## config.mk

```make
export PLATFORM = sky130hd
export DESIGN_NAME = tmw_timer8
export DESIGN_NICKNAME = d
export VERILOG_FILES = /design/src/rtl/tmw_timer8.v
export VERILOG_INCLUDE_DIRS = /design/src /design/src/rtl
export SDC_FILE = /design/constraint.sdc
export NUM_CORES = 1
export LEC_CHECK = 0
export BUFFER_PORTS_ARGS = -buffer_cell sky130_fd_sc_hd__buf_2
export CORE_AREA = 2 2 165 86
export CTS_CLUSTER_DIAMETER = 30
export DETAILED_ROUTE_END_ITERATION = 12
export DIE_AREA = 0 0 167 88
export HOLD_SLACK_MARGIN = 0.1
export PLACE_DENSITY = 0.48
export SYNTH_ARGS = -nofsm -noshare
export SYNTH_HDL_FRONTEND = slang
export SYNTH_SLANG_ARGS = --single-unit
```

## constraint.sdc

```tcl
create_clock -name clk_i -period 2.1 [get_ports clk_i]
set_input_delay 0.21 -clock clk_i [delete_from_list [all_inputs] [get_ports clk_i]]
set_output_delay 0.21 -clock clk_i [all_outputs]
set_load 0.1 [all_outputs]
```

## src/rtl/tmw_timer8_regs.vh

```
/*
 * Register map, field positions, reset values and mode codes of the 8-bit
 * waveform timer. Assumes inclusion by bare name from the timer module.
 */
// How it works
// - normal mode counts up, wraps FF to 00
// - normal overflow flag set when count becomes zero
// - counting only sets flags, software clears
// - clear-on-compare clears counter after compare match
// - compare below count wraps through FF first
// - clear-on-compare mode 1 toggles output per match
// - clear-on-compare overflow flag on FF to 00
// - fast PWM counts 00 to FF, single slope
// - fast PWM 2 clear-match set-bottom, 3 inverse
// - fast PWM overflow flag at maximum
// - fast PWM period is 256 ticks
// - fast PWM extremes: spike or constant level
// - fast PWM mode 1 toggles, compare buffered
// - phase-correct up/down, holds maximum one tick
// - phase-correct 2 clear-up set-down, 3 inverse
// - phase-correct overflow flag at zero
// - phase-correct period is 510 ticks
// - phase-correct extremes give constant levels
// - phase-correct symmetry transition at bottom
// - waveform mode and, in CTC, compare value shape counting sequence
// - output drives pin only when direction output
// - clock select zero stops counter, access kept
// - compare flag set tick after match
// - PWM compare buffered, loaded at extreme
`ifndef TMW_TIMER8_REGS_VH
`define TMW_TIMER8_REGS_VH

// ----------------------------------------------------------------------------
// register byte addresses (word index << 2)
// ----------------------------------------------------------------------------
`define TMW_ADDR_CTRL    4'h0
`define TMW_ADDR_COUNT   4'h4
`define TMW_ADDR_CMP     4'h8
`define TMW_ADDR_FLAGS   4'hC

// ----------------------------------------------------------------------------
// control register fields
// ----------------------------------------------------------------------------
`define TMW_CTRL_CS_LSB   0
`define TMW_CTRL_CS_MSB   2
`define TMW_CTRL_WGM_LSB  3
`define TMW_CTRL_WGM_MSB  4
`define TMW_CTRL_COM_LSB  5
`define TMW_CTRL_COM_MSB  6
`define TMW_CTRL_FORCE    7
`define TMW_CTRL_DIR      8

// flags register fields
`define TMW_FLAG_OVF      0
`define TMW_FLAG_CMP      1
`define TMW_FLAG_OUT      2

// ----------------------------------------------------------------------------
// modes, selections and reset values
// ----------------------------------------------------------------------------
`define TMW_WGM_NORMAL    2'h0
`define TMW_WGM_PHASE     2'h1
`define TMW_WGM_CTC       2'h2
`define TMW_WGM_FAST      2'h3
`define TMW_CS_STOP       3'h0
`define TMW_CS_DIV1       3'h1
`define TMW_CS_DIV8       3'h2
`define TMW_CS_DIV64      3'h3
`define TMW_CS_DIV256     3'h4
`define TMW_CS_DIV1024    3'h5
`define TMW_CS_EXT_FALL   3'h6
`define TMW_CS_EXT_RISE   3'h7
`define TMW_MAX           8'hFF
`define TMW_BOTTOM        8'h00
`define TMW_RST_CTRL      9'h000
`define TMW_RST_BYTE      8'h00

`endif

```

## src/rtl/tmw_timer8.v

```verilog
/*
 * 8-bit up/down timer with one compare channel and four waveform modes,
 * Avalon-MM slave with waitrequest, built-in prescaler and external tick pin.
 * Assumes clk_i is the I/O clock; ext_tick_i is async, the pin direction is registered on clk_i.
 */
`timescale 1ns/10ps
`include "tmw_timer8_regs.vh"

module tmw_timer8 #(
  parameter PRESC_W = 10
) (
  input  wire        clk_i,
  input  wire        rst_n_i,
  input  wire        clk_en_i,
  input  wire [3:0]  avs_address_i,
  input  wire        avs_read_i,
  input  wire        avs_write_i,
  input  wire [31:0] avs_writedata_i,
  input  wire [3:0]  avs_byteenable_i,
  output reg  [31:0] avs_readdata_o,
  output wire        avs_waitrequest_o,
  input  wire        ext_tick_i,
  output wire        compare_output_o,
  output wire        compare_output_oe_o,
  output wire        pin_override_o,
  output wire        overflow_flag_o,
  output wire        compare_match_flag_o
);

  // --------------------------------------------------------------------------
  // state
  // --------------------------------------------------------------------------
  reg  [8:0]         ctrl_r;
  reg  [7:0]         count_value_r;
  reg  [7:0]         compare_value_r;
  reg  [7:0]         compare_buf_r;
  reg                down_r;
  reg                overflow_flag_r;
  reg                compare_match_flag_r;
  reg                compare_output_r;
  reg                match_pend_r;
  reg                block_r;
  reg                ack_r;
  reg  [PRESC_W-1:0] presc_r;
  reg  [2:0]         ext_sync_r;

  wire [2:0] clock_source_sel    = ctrl_r[`TMW_CTRL_CS_MSB:`TMW_CTRL_CS_LSB];
  wire [1:0] waveform_mode_sel   = ctrl_r[`TMW_CTRL_WGM_MSB:`TMW_CTRL_WGM_LSB];
  wire [1:0] compare_output_mode = ctrl_r[`TMW_CTRL_COM_MSB:`TMW_CTRL_COM_LSB];
  wire       pwm_mode            = waveform_mode_sel[0];

  // --------------------------------------------------------------------------
  // bus decode: one wait cycle, answer on second cycle
  // --------------------------------------------------------------------------
  wire req      = avs_read_i | avs_write_i;
  wire acc      = req & ack_r;
  wire wr       = acc & avs_write_i;
  wire be0      = avs_byteenable_i[0];
  wire be1      = avs_byteenable_i[1];
  wire wr_ctrl  = wr & (avs_address_i == `TMW_ADDR_CTRL);
  wire wr_count = wr & be0 & (avs_address_i == `TMW_ADDR_COUNT);
  wire wr_cmp   = wr & be0 & (avs_address_i == `TMW_ADDR_CMP);
  wire wr_flags = wr & be0 & (avs_address_i == `TMW_ADDR_FLAGS);
  wire force_cmp = wr_ctrl & be0 & avs_writedata_i[`TMW_CTRL_FORCE] & ~pwm_mode;

  // no acceptance while frozen, else a write would be acked and lost
  assign avs_waitrequest_o = req & ~(ack_r & clk_en_i);

  always @(posedge clk_i or negedge rst_n_i) begin
    if (!rst_n_i) begin
      ack_r <= 1'b0;
    end else if (clk_en_i) begin
      ack_r <= req & ~ack_r;
    end
  end

  // --------------------------------------------------------------------------
  // timer tick: prescaler or synchronised external pin
  // --------------------------------------------------------------------------
  wire ext_rise = ext_sync_r[1] & ~ext_sync_r[2];
  wire ext_fall = ~ext_sync_r[1] & ext_sync_r[2];
  reg  timer_tick;

  always @* begin
    case (clock_source_sel)
      `TMW_CS_STOP:     timer_tick = 1'b0;
      `TMW_CS_DIV1:     timer_tick = 1'b1;
      `TMW_CS_DIV8:     timer_tick = (presc_r[2:0] == 3'h7);
      `TMW_CS_DIV64:    timer_tick = (presc_r[5:0] == 6'h3F);
      `TMW_CS_DIV256:   timer_tick = (presc_r[7:0] == 8'hFF);
      `TMW_CS_DIV1024:  timer_tick = (presc_r[9:0] == 10'h3FF);
      `TMW_CS_EXT_FALL: timer_tick = ext_fall;
      `TMW_CS_EXT_RISE: timer_tick = ext_rise;
      default:          timer_tick = 1'b0;
    endcase
  end

  always @(posedge clk_i or negedge rst_n_i) begin
    if (!rst_n_i) begin
      presc_r    <= {PRESC_W{1'b0}};
      ext_sync_r <= 3'h0;
    end else if (clk_en_i) begin
      presc_r    <= presc_r + {{(PRESC_W-1){1'b0}}, 1'b1};
      ext_sync_r <= {ext_sync_r[1:0], ext_tick_i};
    end
  end

  // --------------------------------------------------------------------------
  // counting sequence, depends on waveform mode and, in CTC, on the compare value
  // --------------------------------------------------------------------------
  wire at_max  = (count_value_r == `TMW_MAX);
  wire at_bot  = (count_value_r == `TMW_BOTTOM);
  wire match   = (count_value_r == compare_value_r) & ~block_r;
  reg  [7:0] count_nxt;
  reg        down_nxt;
  reg        ovf_set;

  always @* begin
    count_nxt = count_value_r + 8'h01;
    down_nxt  = down_r;
    ovf_set   = 1'b0;
    case (waveform_mode_sel)
      `TMW_WGM_NORMAL: begin
        ovf_set = at_max;
      end
      `TMW_WGM_CTC: begin
        if (count_value_r == compare_value_r) begin
          count_nxt = `TMW_BOTTOM;
        end
        ovf_set = at_max;
      end
      `TMW_WGM_FAST: begin
        ovf_set = at_max;
      end
      `TMW_WGM_PHASE: begin
        if (down_r) begin
          if (at_bot) begin
            down_nxt  = 1'b0;
            count_nxt = 8'h01;
          end else begin
            count_nxt = count_value_r - 8'h01;
          end
        end else if (at_max) begin
          down_nxt  = 1'b1;
          count_nxt = count_value_r - 8'h01;
        end
        ovf_set = down_r & (count_value_r == 8'h01);
      end
      default: begin
        ovf_set = 1'b0;
      end
    endcase
  end

  // --------------------------------------------------------------------------
  // compare output next state
  // --------------------------------------------------------------------------
  reg out_nxt;

  always @* begin
    out_nxt = compare_output_r;
    case (waveform_mode_sel)
      `TMW_WGM_NORMAL, `TMW_WGM_CTC: begin
        if (match) begin
          case (compare_output_mode)
            2'h1:    out_nxt = ~compare_output_r;
            2'h2:    out_nxt = 1'b0;
            2'h3:    out_nxt = 1'b1;
            default: out_nxt = compare_output_r;
          endcase
        end
      end
      `TMW_WGM_FAST: begin
        if (compare_output_mode == 2'h1) begin
          if (match) begin
            out_nxt = ~compare_output_r;
          end
        end else if (compare_output_mode[1]) begin
          if (at_max) begin
            out_nxt = ~compare_output_mode[0];
          end else if (match) begin
            out_nxt = compare_output_mode[0];
          end
        end
      end
      `TMW_WGM_PHASE: begin
        if (compare_output_mode[1]) begin
          if (compare_value_r == `TMW_MAX && at_max) begin
            out_nxt = ~compare_output_mode[0];
          end else if (match && !(down_r && at_bot) && !at_max) begin
            out_nxt = down_nxt ? ~compare_output_mode[0] : compare_output_mode[0];
          end else if (down_r && at_bot) begin
            out_nxt = compare_value_r == `TMW_BOTTOM ? compare_output_mode[0]
                                                     : ~compare_output_mode[0];
          end
        end
      end
      default: begin
        out_nxt = compare_output_r;
      end
    endcase
  end

  // --------------------------------------------------------------------------
  // counter, compare, flags
  // --------------------------------------------------------------------------
  always @(posedge clk_i or negedge rst_n_i) begin
    if (!rst_n_i) begin
      ctrl_r               <= `TMW_RST_CTRL;
      count_value_r        <= `TMW_RST_BYTE;
      compare_value_r      <= `TMW_RST_BYTE;
      compare_buf_r        <= `TMW_RST_BYTE;
      down_r               <= 1'b0;
      overflow_flag_r      <= 1'b0;
      compare_match_flag_r <= 1'b0;
      compare_output_r     <= 1'b0;
      match_pend_r         <= 1'b0;
      block_r              <= 1'b0;
    end else if (clk_en_i) begin
      if (wr_ctrl && be0) begin
        ctrl_r[7:0] <= {1'b0, avs_writedata_i[6:0]};
      end
      if (wr_ctrl && be1) begin
        ctrl_r[`TMW_CTRL_DIR] <= avs_writedata_i[`TMW_CTRL_DIR];
      end
      if (wr_cmp) begin
        compare_buf_r <= avs_writedata_i[7:0];
        if (!pwm_mode) begin
          compare_value_r <= avs_writedata_i[7:0];
        end
      end
      if (wr_count) begin
        block_r <= 1'b1;
      end else if (timer_tick) begin
        block_r <= 1'b0;
      end
      if (wr_count) begin
        count_value_r <= avs_writedata_i[7:0];
      end else if (timer_tick) begin
        count_value_r <= count_nxt;
        down_r        <= down_nxt;
      end
      if (timer_tick) begin
        match_pend_r <= match;
        if (waveform_mode_sel == `TMW_WGM_PHASE && at_max && !down_r) begin
          compare_value_r <= compare_buf_r;
        end else if (waveform_mode_sel == `TMW_WGM_FAST && at_max) begin
          compare_value_r <= compare_buf_r;
        end
      end
      if (force_cmp) begin
        case (compare_output_mode)
          2'h1:    compare_output_r <= ~compare_output_r;
          2'h2:    compare_output_r <= 1'b0;
          2'h3:    compare_output_r <= 1'b1;
          default: compare_output_r <= compare_output_r;
        endcase
      end else if (timer_tick) begin
        compare_output_r <= out_nxt;
      end
      if (timer_tick && ovf_set) begin
        overflow_flag_r <= 1'b1;
      end else if (wr_flags && avs_writedata_i[`TMW_FLAG_OVF]) begin
        overflow_flag_r <= 1'b0;
      end
      if (timer_tick && match_pend_r) begin
        compare_match_flag_r <= 1'b1;
      end else if (wr_flags && avs_writedata_i[`TMW_FLAG_CMP]) begin
        compare_match_flag_r <= 1'b0;
      end
    end
  end

  // --------------------------------------------------------------------------
  // read data and pin
  // --------------------------------------------------------------------------
  always @(posedge clk_i or negedge rst_n_i) begin
    if (!rst_n_i) begin
      avs_readdata_o <= 32'h0000_0000;
    end else if (clk_en_i) begin
      // latched in the wait cycle so it stands at the accepting edge
      if (avs_read_i && !ack_r) begin
        case (avs_address_i)
          `TMW_ADDR_CTRL:  avs_readdata_o <= {23'h0, ctrl_r};
          `TMW_ADDR_COUNT: avs_readdata_o <= {24'h0, count_value_r};
          `TMW_ADDR_CMP:   avs_readdata_o <= {24'h0, pwm_mode ? compare_buf_r : compare_value_r};
          `TMW_ADDR_FLAGS: avs_readdata_o <= {29'h0, compare_output_r, compare_match_flag_r, overflow_flag_r};
          default:         avs_readdata_o <= 32'h0000_0000;
        endcase
      end
    end
  end

  assign pin_override_o       = |compare_output_mode;
  assign compare_output_o     = compare_output_r;
  assign compare_output_oe_o  = ctrl_r[`TMW_CTRL_DIR];
  assign overflow_flag_o      = overflow_flag_r;
  assign compare_match_flag_o = compare_match_flag_r;

endmodule // tmw_timer8

```

==> metrics list <==
- Crit path required time: 2.32 ns
- Count of flip-flops with a built-in enable after synthesis: 0
* Starting density of the core: 29.6%
- Number of nets in the layout: 590
* Antenna violations before repair: 0
- The most critical setup path has its startpoint at count_value_r[0].
- In this run the biggest area consumer among cell types represents 38.9% of the synthesized area.
* Slack of the worst reg-to-reg path: 0.02 ns
- Post-route fraction of the period consumed by the critical path: 98.9%
- Global-route layer with the greatest usage: met1
- Length of the first detailed-routing pass in iterations: 5
- For the pin with the worst max-slew slack, the measured transition is 0.585 ns.
- Largest stage delay on the critical path: 0.41 ns
- The mapped netlist covers 3920 µm².
* Final cell count without fillers: 715
- Routability Congestion: 0.905
* Highest-count cells in the layout ignoring fill and taps: sky130_fd_sc_hd__buf_4, sky130_fd_sc_hd__dfrtp_1, sky130_fd_sc_hd__nor2_1, sky130_fd_sc_hd__buf_2, sky130_fd_sc_hd__nand2_1
- Walking the worst path, the cells encountered are buf_6, xnor2_1, nand4_1, nor3_2, buf_4, buf_4, and3_4, o22ai_2, xnor2_1, a41o_1.
* Dominant cell type by area after synthesis: sky130_fd_sc_hd__dfrtp_1
* Share of cell area taken by muxes after synthesis: 8.30%
- Global routing used 21.0% of the available met2 tracks.
* Vertical die dimension: 88 µm
- For this block, the initial DRC count from the detailed router was 386.
- The floorplan step set the die width to 167 µm.
- Most common library cell in the layout ignoring fill and taps: sky130_fd_sc_hd__buf_4
- In this run the power density over the cells is 995 nW/µm².
- Count of maximum capacitance violations: 0
* GR Overflow Total: 0
* Complex-gate fraction of the synthesized area: 17.7%
- Worst Path Arrival: 2.30 ns
- Clock root buffer: sky130_fd_sc_hd__clkbuf_16
* CTS Buffer Depth: 2
- Worst ir drop on vdd: 338 µV
- The worst setup path is captured at a register.
- The final count of hold timing violations was 0.
* Core box area: 13300 µm²
- Setup violations remaining at the end of the flow were counted as 0.
- The synthesized netlist devotes 17.9% of its cell area to simple gates.
- In this run the worst setup path terminates at compare_output_o.
- The floorplan step defined a die boundary enclosing 14700 µm².
- The worst register-to-register path has a depth of 10.
- The max-slew violation count was 0.
* Overall routing resource usage: 18.1%
* Total number of clock tree sinks: 61
- Critical Path Slowest Stage Cell: sky130_fd_sc_hd__dfrtp_1
- Yosys printed 0 warnings.
- Using the TritonRoute via totals, the vias-per-cell ratio works out to 5.17.
- Post-synthesis xor/xnor area fraction: 6.03%
- Of all nets on the critical path, the largest fanout is 7.
- Min Tclk post-route: 2.08 ns
- In this run the worst hold path is classified as in2reg.
* Number of antenna cells inserted: 0
* Antenna violation net count after detailed routing: 0
- For the final database, setup skew stands at 0.00896 ns.
- Pin placement for this block handled 84 I/O pins.
- The number of global-route vias before repair came to 3231.
* Clock-pin transition on the worst setup and hold timing paths: 0.06 ns
* Category of the most critical setup path: reg2reg
- Achievable frequency: 482 MHz
- Synthesis handed over a netlist of 435 instances.
* TritonCTS Buffers: 9
- In this run, synthesis produced a sequential element count of 61.
- Source of the worst register-to-register timing path: count_value_r[0]
* Startpoint type of the worst setup path: register
- Fraction of final layout cells with drive strength greater than 1: 32.8%
- TritonCTS built the clock tree.
- Worst hold slack across all endpoints: 0.116 ns
- Number of distinct library cells after synthesis: 54
* Insertion delay of the later-clocked pin in the worst-skew pair: 0.33 ns
- Dpl hpwl: 10.2 mm
- Met1 layer usage reported by global route: 31.3%
- In the final timing run, aggregate negative setup slack is 0 ns.
* Share of synthesized cell area in full adder, half adder and majority cells: 3.19%
- Count of buffers from port buffering: 35
- Sequential area share after synthesis: 38.9%
* Number of placed instances with taps included: 689
- Leakage power: 2.34 nW
- Routed wire length: 13.2 mm
- Fraction of met3 tracks used by global routing: 4.16%
- Compared with the post-synthesis result, the final layout area differs by 32.4%.
- For this run, the leading register cell type out of synthesis is sky130_fd_sc_hd__dfrtp_1.
* Average wire per cell in the routed design: 18.5 µm
- The initialized floorplan defines 30 standard-cell rows.
- Headroom to the max-slew limit: 60.9%
- Number of H-tree levels: 3
- Pin count of the biggest net entering global routing: 62
- Dominant combinational cell family by area after synthesis: simple AND/OR/NAND/NOR gates
* Endpoint of the worst-slack reg-to-reg timing path: compare_output_o
- The final route contains 3695 vias.
- Unrepaired setup endpoints after global routing: yes
- Area contributors post-synth: sky130_fd_sc_hd__dfrtp_1, sky130_fd_sc_hd__mux2_2, sky130_fd_sc_hd__xnor2_1
- The run finished with clean final reports.
* Count of unresolved DRC violations after routing: 0
- A synthesized cell averages 9.01 µm².
* First-pass GRT wire length: 19.6 mm
- Of all flip-flops after synthesis, the portion carrying an async set or reset was 100%.
==> worst max-delay path: cells and delay by family, from the launching register on <==
| family | cells | cell delay (ns) |
|---|---|---|
| DFF | 1 | 0.41 |
| and+or+nand+nor | 3 | 0.54 |
| AOI/OAI and AO/OA | 2 | 0.27 |
| buffers and inverters | 3 | 0.44 |
| xor gates and xnor gates | 2 | 0.31 |
==> routing by layer <==
metal	vias to the layer above	wire, µm
li1	1710	-
met1	1839	7450
met2	138	4610
met3	8	1070
met4	0	71
met5	-	0
==> per-stage QoR <==
stage / setup WS, ns / utilization (%) / area, µm² / total power [mW]
finish: 0.0233 / 39.2 / 5190 / 5.16
global route: -0.0587 / 39.2 / 5190 / 5.41
CTS: 0.00367 / 37.8 / 5010 / 5.00
detailed placement: -0.157 / 35.0 / 4640 / 3.37
global placement: -0.0966 / 35.0 / 4640 / 3.35
floorplan: 0.0340 / - / 4010 / 2.73
==> report_power, final <==
part	switching [mW]	internal (mW)	leakage (nW)	total, mW
clock network	0.546	1.01	0.152	1.56
logic	1.21	0.836	1.40	2.04
registers	0.198	1.36	0.785	1.56
==> cell usage after synthesis, types with 8 or more instances <==
| cell type | instances |
|---|---|
| sky130_fd_sc_hd__a21oi_1 | 23 |
| sky130_fd_sc_hd__a22o_1 | 8 |
| sky130_fd_sc_hd__buf_4 | 24 |
| sky130_fd_sc_hd__clkbuf_1 | 14 |
| sky130_fd_sc_hd__dfrtp_1 | 61 |
| sky130_fd_sc_hd__ha_1 | 10 |
| sky130_fd_sc_hd__inv_1 | 11 |
| sky130_fd_sc_hd__mux2_2 | 20 |
| sky130_fd_sc_hd__mux2i_1 | 10 |
| sky130_fd_sc_hd__nand2_1 | 35 |
| sky130_fd_sc_hd__nand3_1 | 15 |
| sky130_fd_sc_hd__nand4_1 | 11 |
| sky130_fd_sc_hd__nor2_1 | 39 |
| sky130_fd_sc_hd__o21ai_0 | 23 |
| sky130_fd_sc_hd__o22ai_1 | 13 |
| sky130_fd_sc_hd__xnor2_1 | 23 |
==> final cells by class <==
type | instances | area [µm²]
tap | 176 | 220
timing repair buffer | 110 | 776
sequential | 61 | 1530
inverter | 12 | 45.0
fill | 1349 | 8060
clock buffer | 13 | 270
multi-input combinational | 340 | 2300
clock inverter | 3 | 42.5
==> how the worst min path moves through the flow <==
stage,startpoint,to,slack [ns],cells past startpoint
after floorplan,rst_n_i,ack_r,-0.09,0
after global placement,rst_n_i,avs_readdata_o[8],0.25,2
after detailed placement,rst_n_i,avs_readdata_o[8],0.25,2
after CTS,avs_writedata_i[8],ctrl_r[8],0.11,2
after global routing,avs_writedata_i[8],ctrl_r[8],0.11,2
final,avs_writedata_i[8],ctrl_r[8],0.12,2
==> cell families after synthesis <==
family,after synthesis
AOI/OAI and AO/OA,108
xor gates and xnor gates,27
adders and majority gates,10
buffers and inverters,56
DFF,61
muxes,30
other,1
and+or+nand+nor,142
==> flip-flops by register name, indices dropped and copies added (netlist names) <==
signal	flops
ack_r	1
avs_readdata_o	9
block_r	1
compare_buf_r	8
compare_match_flag_o	1
compare_output_o	1
compare_value_r	8
count_value_r	8
ctrl_r	8
down_r	1
ext_sync_r	3
match_pend_r	1
overflow_flag_o	1
presc_r	10
==> what timing repair did <==
action / in CTS / in global routing
resized for setup: 11 / 28
pin swaps: 4 / 11
hold buffers: 1 / 0
endpoints found under the setup margin: 14 / 18
endpoints found under the hold margin: 61 / 0
setup buffers: 1 / 8
cloned: 0 / 0
Note: power is estimated with default switching activity, not from simulation.
